**config.mk**
```make
export PLATFORM = sky130hd
export DESIGN_NAME = lma_top
export DESIGN_NICKNAME = d
export VERILOG_FILES = /design/src/lma_pkg.sv /design/src/lma_arb_if.sv /design/src/lma_arb.sv /design/src/lma_top.sv
export SDC_FILE = /design/constraint.sdc
export NUM_CORES = 1
export LEC_CHECK = 0
export ABC_AREA = 1
export CORE_UTILIZATION = 25
export DETAILED_ROUTE_END_ITERATION = 10
export DONT_BUFFER_PORTS = 1
export MAX_ROUTING_LAYER = met4
export SYNTH_ARGS = -nofsm -noshare
export SYNTH_HDL_FRONTEND = slang
export SYNTH_SLANG_ARGS = --single-unit
export TNS_END_PERCENT = 50
```
**constraint.sdc**
```tcl
create_clock -name MCLK -period 1.3 [get_ports MCLK]
set_input_delay 0.065 -clock MCLK [delete_from_list [all_inputs] [get_ports MCLK]]
set_output_delay 0.065 -clock MCLK [all_outputs]
set_load 0.1 [all_outputs]
```
**src/lma_pkg.sv**
```systemverilog
// shared constants and types of the look-up-table memory arbiter
package lma_pkg;
   localparam int        ADDR_W        = 15;
   localparam int        DATA_W        = 8;
   localparam int        N_CONS        = 3;
   localparam int        CONS_RD_A     = 0;
   localparam int        CONS_RD_B     = 1;
   localparam int        CONS_WR       = 2;
   localparam int        READ_CYCLES   = 4;
   localparam int        CLK_PERIOD_NS = 4;
   localparam int        WE_MIN_NS     = 5;
   // least time, so round up
   localparam int        WE_CYCLES     = (WE_MIN_NS + CLK_PERIOD_NS - 1) / CLK_PERIOD_NS;
   localparam int        CNT_W         = 3;
   localparam logic      CTL_OFF       = 1'h1;
   localparam logic      CTL_ON        = 1'h0;

   typedef enum logic [5:0] {
      ST_IDLE     = 6'h01,
      ST_RD       = 6'h02,
      ST_WR_SET   = 6'h04,
      ST_WR_PULSE = 6'h08,
      ST_WR_HOLD  = 6'h10,
      ST_DONE     = 6'h20
   } lma_state_t;
endpackage : lma_pkg

```
**src/lma_arb_if.sv**
```systemverilog
// request and grant carrier between the sequencer and its arbiter
`timescale 1ns/100ps
interface lma_arb_if #(parameter int N = 3);
   logic [N-1:0] req;
   logic [N-1:0] gnt;
   logic         any;
   modport arb  (input req, output gnt, output any);
   modport user (output req, input gnt, input any);
endinterface : lma_arb_if

```
**src/lma_arb.sv**
```systemverilog
// fixed-order request selector
`timescale 1ns/100ps
module lma_arb #(parameter int N = 3) (
   lma_arb_if.arb ab
);
   // lower index is checked first and always wins
   assign ab.gnt[0] = ab.req[0];
   genvar i;
   generate
      for (i = 1; i < N; i++) begin : g_pri
         assign ab.gnt[i] = ab.req[i] & ~(|ab.req[i-1:0]);
      end
   endgenerate
   assign ab.any = |ab.req;
endmodule : lma_arb

```
**src/lma_top.sv**
```systemverilog
// arbiter and sequencer for the external asynchronous sram holding cipher tables
//
// Contract
// - Chip, output and write enables come straight from registers, never from gates.
// - Address and write data are registered and held while the chip is enabled.
// - Idle state waits until at least one of three consumers requests.
// - Completion pulse goes only to the consumer that was served.
// - Other requests stay pending until the current access completes.
// - One fixed-order check picks among simultaneous requests; first checked wins.
// - Read takes four cycles from acceptance to completion with valid data.
// - Write enable asserts after address and data settle, held at least 5 ns.
// - Serves two read-only consumers and one write-only consumer.
// - Reader gives request plus address; data valid on its bus at completion.
// - Writer gives request, address and data; completion marks the write finished.
`timescale 1ns/100ps
module lma_top
   import lma_pkg::*;
#(
   parameter int AW    = ADDR_W,
   parameter int DW    = DATA_W,
   parameter int RD_CY = READ_CYCLES,
   parameter int WE_CY = WE_CYCLES
) (
   input  wire logic          MCLK,
   input  wire logic          RST_B,
   input  wire logic          RD_START_A,
   input  wire logic [AW-1:0] RD_ADDR_A,
   output      logic [DW-1:0] RD_DATA_A,
   output      logic          RD_DONE_A,
   input  wire logic          RD_START_B,
   input  wire logic [AW-1:0] RD_ADDR_B,
   output      logic [DW-1:0] RD_DATA_B,
   output      logic          RD_DONE_B,
   input  wire logic          WR_START,
   input  wire logic [AW-1:0] WR_ADDR,
   input  wire logic [DW-1:0] WR_DATA,
   output      logic          WR_DONE,
   output      logic          RAM_CE_B,
   output      logic          RAM_OE_B,
   output      logic          RAM_WE_B,
   output      logic [AW-1:0] RAM_ADDR,
   input  wire logic [DW-1:0] RAM_DQ_I,
   output      logic [DW-1:0] RAM_DQ_O,
   output      logic          RAM_DQ_OE_B
);

   ////////////////////////////////////////////////////////////////////////////////
   // parameter checks
   generate
      if (RD_CY < 3 || RD_CY > (1 << CNT_W)) begin : g_bad_rd
         $error("read cycle count out of range");
      end
      if (WE_CY < 1 || WE_CY > (1 << CNT_W)) begin : g_bad_we
         $error("write pulse count out of range");
      end
   endgenerate

   localparam logic [CNT_W-1:0] RD_LOAD = CNT_W'(RD_CY - 2);
   localparam logic [CNT_W-1:0] WE_LOAD = CNT_W'(WE_CY - 1);

   ////////////////////////////////////////////////////////////////////////////////
   // arbitration
   lma_arb_if #(.N(N_CONS)) ab ();

   assign ab.req[CONS_RD_A] = RD_START_A;
   assign ab.req[CONS_RD_B] = RD_START_B;
   assign ab.req[CONS_WR]   = WR_START;

   lma_arb #(.N(N_CONS)) u_arb (
      .ab (ab)
   );

   ////////////////////////////////////////////////////////////////////////////////
   // sequencer state
   lma_state_t        state_ff,  nxt_state;
   logic [CNT_W-1:0]  cnt_ff,    nxt_cnt;
   logic [N_CONS-1:0] sel_ff,    nxt_sel;
   logic [N_CONS-1:0] done_ff,   nxt_done;
   logic              ce_b_ff,   nxt_ce_b;
   logic              oe_b_ff,   nxt_oe_b;
   logic              we_b_ff,   nxt_we_b;
   logic              dqoe_b_ff, nxt_dqoe_b;
   logic [AW-1:0]     addr_ff,   nxt_addr;
   logic [DW-1:0]     dq_o_ff,   nxt_dq_o;
   logic [DW-1:0]     rda_ff,    nxt_rda;
   logic [DW-1:0]     rdb_ff,    nxt_rdb;
   logic [DW-1:0]     dq_s1_ff;
   logic [DW-1:0]     dq_s2_ff;

   always_comb begin
      nxt_state  = state_ff;
      nxt_cnt    = cnt_ff;
      nxt_sel    = sel_ff;
      nxt_done   = '0;
      nxt_addr   = addr_ff;
      nxt_dq_o   = dq_o_ff;
      nxt_rda    = rda_ff;
      nxt_rdb    = rdb_ff;
      case (state_ff)
         ST_IDLE: begin
            if (ab.any) begin
               nxt_sel = ab.gnt;
               if (ab.gnt[CONS_WR]) begin
                  nxt_addr  = WR_ADDR;
                  nxt_dq_o  = WR_DATA;
                  nxt_state = ST_WR_SET;
               end else begin
                  nxt_addr  = ab.gnt[CONS_RD_A] ? RD_ADDR_A : RD_ADDR_B;
                  nxt_cnt   = RD_LOAD;
                  nxt_state = ST_RD;
               end
            end
         end
         ST_RD: begin
            if (cnt_ff == '0) begin
               // completion and data land on the same edge
               nxt_done  = sel_ff;
               nxt_rda   = sel_ff[CONS_RD_A] ? dq_s2_ff : rda_ff;
               nxt_rdb   = sel_ff[CONS_RD_B] ? dq_s2_ff : rdb_ff;
               nxt_state = ST_DONE;
            end else begin
               nxt_cnt = cnt_ff - CNT_W'(1);
            end
         end
         ST_WR_SET: begin
            // one cycle of settle before the write strobe
            nxt_cnt   = WE_LOAD;
            nxt_state = ST_WR_PULSE;
         end
         ST_WR_PULSE: begin
            if (cnt_ff == '0) begin
               nxt_state = ST_WR_HOLD;
            end else begin
               nxt_cnt = cnt_ff - CNT_W'(1);
            end
         end
         ST_WR_HOLD: begin
            // address and data held one cycle past the strobe's rise
            nxt_done  = sel_ff;
            nxt_state = ST_DONE;
         end
         ST_DONE: begin
            nxt_state = ST_IDLE;
         end
         default: begin
            nxt_state = ST_IDLE;
         end
      endcase
   end

   // strobes decoded from the next state so they leave a flip-flop clean
   always_comb begin
      nxt_ce_b   = (nxt_state == ST_IDLE) ? CTL_OFF : CTL_ON;
      nxt_oe_b   = (nxt_state == ST_RD) ? CTL_ON : CTL_OFF;
      nxt_we_b   = (nxt_state == ST_WR_PULSE) ? CTL_ON : CTL_OFF;
      nxt_dqoe_b = (nxt_state == ST_WR_SET || nxt_state == ST_WR_PULSE ||
                    nxt_state == ST_WR_HOLD) ? CTL_ON : CTL_OFF;
   end

   always_ff @(posedge MCLK) begin
      if (!RST_B) begin
         state_ff  <= ST_IDLE;
         cnt_ff    <= '0;
         sel_ff    <= '0;
         done_ff   <= '0;
         ce_b_ff   <= CTL_OFF;
         oe_b_ff   <= CTL_OFF;
         we_b_ff   <= CTL_OFF;
         dqoe_b_ff <= CTL_OFF;
         addr_ff   <= '0;
         dq_o_ff   <= '0;
         rda_ff    <= '0;
         rdb_ff    <= '0;
      end else begin
         state_ff  <= nxt_state;
         cnt_ff    <= nxt_cnt;
         sel_ff    <= nxt_sel;
         done_ff   <= nxt_done;
         ce_b_ff   <= nxt_ce_b;
         oe_b_ff   <= nxt_oe_b;
         we_b_ff   <= nxt_we_b;
         dqoe_b_ff <= nxt_dqoe_b;
         addr_ff   <= nxt_addr;
         dq_o_ff   <= nxt_dq_o;
         rda_ff    <= nxt_rda;
         rdb_ff    <= nxt_rdb;
      end
   end

   ////////////////////////////////////////////////////////////////////////////////
   // pin data synchroniser; the two stages eat into the read window, so the
   // sram must answer within one cycle of the address for a four-cycle read
   always_ff @(posedge MCLK) begin
      if (!RST_B) begin
         dq_s1_ff <= '0;
         dq_s2_ff <= '0;
      end else begin
         dq_s1_ff <= RAM_DQ_I;
         dq_s2_ff <= dq_s1_ff;
      end
   end

   assign RD_DONE_A   = done_ff[CONS_RD_A];
   assign RD_DONE_B   = done_ff[CONS_RD_B];
   assign WR_DONE     = done_ff[CONS_WR];
   assign RD_DATA_A   = rda_ff;
   assign RD_DATA_B   = rdb_ff;
   assign RAM_CE_B    = ce_b_ff;
   assign RAM_OE_B    = oe_b_ff;
   assign RAM_WE_B    = we_b_ff;
   assign RAM_ADDR    = addr_ff;
   assign RAM_DQ_O    = dq_o_ff;
   assign RAM_DQ_OE_B = dqoe_b_ff;
endmodule : lma_top

```
==> flow_summary.ini <==
[routing]
viasPerCell = 4.67
route.detailed.drc = 8
drtPass1Iterations = 9
wl_met2_um = 4910
route.met3.wl_um = 693
wl_met1_um = 3950
maxUsedRoutingLayer = met4
drt_iter0_markers = 186
ant_nets = 0
wire_per_inst_um = 14.4
routed_wl_um = 9740
vias = 3153

[clock_tree]
cts.path.max_buffers = 2
root_buffer = clkbuf_16
cts_sinks = 74
cts.clk_slew.worst_paths_ps = 70
clkLatencyLatePin_ps = 330
cts-buffers-inserted = 9
cts_tree = yes
cts_max_level = 3

[timing]
fin_skew_ps = 7.47
worst_pin_slew_ps = 550
hold_violations = 0
clock.fmax_mhz = 697
maxSlewHeadroom = 0.632
period_needed_ps = 1440
rsz0062_at_grt = true
min_period_over_period = 1.10
slew_violations = 0
fin_ws_ps = -135
setup_viol = 48

[critical_path]
r2r_cells = 6
path_class = reg -> reg
cp_top_family = simple AND/OR/NAND/NOR gates
cpPeakStageDelay_ps = 360
cp_max_fo = 5
critPathCaptureType = flop
critical_path_depth = 6
cp.required_ps = 1500
worstPathArrival_ps = 1630
worstSetupStartpointType = flop
crit_path_top_delay_cell = dfxtp_4
crit_buf_inv = 0
path_cells = nor2_1 -> nand3_1 -> nand4_1 -> nand2_1 -> nand2_1 -> a21oi_1
cp_common_cell = nand2_1

[yosys]
synth.distinct_cells = 34
yosys-top-cells-area = dfxtp_1 (49%), nand2_1 (11%), nor2_1 (6.0%)
syn-cell-area_sq_mm = 0.00302
syn_avg_cell_area_sq_um = 7.66
yosysTopAreaCell = dfxtp_1
syn_nets = 462
synth-seq-cells = 74
yosysTopAreaCellShare = 0.491
synthCells = 394
ys.warnings.count = 0
synth_seq_area_share = 0.491

[placement]
dp_cells = 580
place_hpwl_um = 5310
gp_congestion = 0.830
portBuffers = 0
place_area_sq_mm = 0.00357

[floorplan]
start_util = 0.260
die_h_um = 112
rows = 39
ios = 112
dieArea_sq_mm = 0.0125
core_sq_mm = 0.0116
die_width_um = 112

[pwr]
finalPower_mw = 7.45
power_density_mw_per_mm2 = 1550
leakage_nw = 2.14
ir_drop_mv = 0.524

[cells_and_area]
nets = 595
final_util = 0.414
drive_above_1_share = 0.256
stdcell_count = 675
stdcell_area_sq_mm = 0.00481
fill_cells = 1127
final_common_cell = nand2_1
diodes = 0
areaGrowthSynthToFinish_pct = 59.4
final_cell_mix = nand2_1 (91), dlygate4sd3_1 (74), dfxtp_1 (66)

[grt]
grt_overflow_total = 0
grt_pass1_vias = 3125
grt_use_total = 0.154
antenna_found_initial = 0
grt_pass1_wl_um = 14500
grt_start_max_net_pins = 62

[status]
status = complete, but fails checks
failed_checks = design-rule violations, negative setup slack

[flow_run]
maxCapViolCount = 0

[min_path]
holdCritPathClass = in -> reg
holdPathStages = 4
[sequential cells by signal (all words and copies together) (netlist names)]
register     cells
RAM_ADDR        15
RAM_CE_B         1
RAM_DQ_O         8
RAM_DQ_OE_B      1
RAM_OE_B         1
RAM_WE_B         1
RD_DATA_A        8
RD_DATA_B        8
cnt_ff           3
done_ff          3
dq_s1_ff         8
dq_s2_ff         8
sel_ff           3
state_ff         6
[what timing repair did]
action	CTS	global route
cloned	0	2
gates resized for setup	19	32
setup buffers	1	1
endpoints found under the hold margin	67	0
pin swaps	7	14
endpoints found under the setup margin	45	50
hold buffers	75	0
[logic make-up after synthesis]
family	Yosys count	share of synthesized area
buffers and inverters	64	0.0953
adder cells (fa/ha/maj)	2	0.00829
AO/OA/AOI/OAI	76	0.140
AND/OR/NAND/NOR	177	0.262
XOR/XNOR	1	0.00290
flip-flops	74	0.491
[cell type report]
type / instances / area [sq um] / area share
clock buffer: 9 / 225 / 0.0468
clock inverter: 7 / 83.8 / 0.0174
inverter: 45 / 188 / 0.0390
multi-input combinational: 256 / 1370 / 0.285
sequential: 74 / 1490 / 0.310
tap: 143 / 179 / 0.0372
timing repair buffer: 139 / 1260 / 0.261
timing repair inverter: 2 / 17.5 / 0.00364
[synth_stat cells]
cell	count
xnor2_1	1
o221ai_1	2
nor3b_1	1
nor2_8	1
buf_2	4
nor2_4	4
inv_2	1
nand2_4	2
clkinv_1	1
inv_1	40
o21ai_0	26
o22ai_2	1
o21ai_2	1
buf_1	2
a21oi_2	1
clkbuf_1	8
dfxtp_1	74
nand2_2	3
clkinv_2	2
nand3_2	1
o31ai_1	1
buf_6	5
nand2_1	92
nor2_2	2
nand4_1	2
a31oi_1	15
nor3_1	1
ha_1	2
a21oi_1	14
nand3_4	1
nand3_1	19
inv_4	1
nor2_1	48
o21ai_1	15
[per-stage QoR]
stage | worst slack [ps] | hold slack (ps) | TNS (ps)
3_5_place_dp | -80.0 | 172 | -859
5_1_grt | -267 | 29.0 | -5820
4_1_cts | -71.6 | 6.81 | -1040
6_report | -135 | 26.7 | -1580
3_3_place_gp | -90.2 | 168 | -255
2_1_floorplan | -41.2 | 158 | -71.4
[worst reg2reg max path: stages, from the launching register on]
cell and delay (ps):
dfxtp_4 360, nor2_1 190, nand3_1 230, nand4_1 260
nand2_1 120, nand2_1 80, a21oi_1 60
[where the power goes]
group,internal [mW],total (mW),switching [mW]
registers,2.46,2.58,0.117
clock network,1.53,2.58,1.06
logic,0.650,2.29,1.64
[worst paths after layout]
check	startpoint	end	slack [ps]
setup / recovery	state_ff[1]$_SDFF_PN0_	cnt_ff[0]$_SDFFE_PN0P_	-140
hold / removal	RD_START_A	RAM_ADDR[11]$_SDFFE_PN0P_	30
setup reg to reg	state_ff[1]$_SDFF_PN0_	cnt_ff[0]$_SDFFE_PN0P_	-140
hold reg to reg	dq_s1_ff[2]$_SDFF_PN0_	dq_s2_ff[2]$_SDFF_PN0_	410
[per-layer routing]
layer | vias up | track usage
li1 | 1534 | -
met1 | 1420 | 0.164
met2 | 181 | 0.274
met3 | 18 | 0.0316
met4 | 0 | 0.0694
met5 | - | -
(Power assumes the default switching activity.)
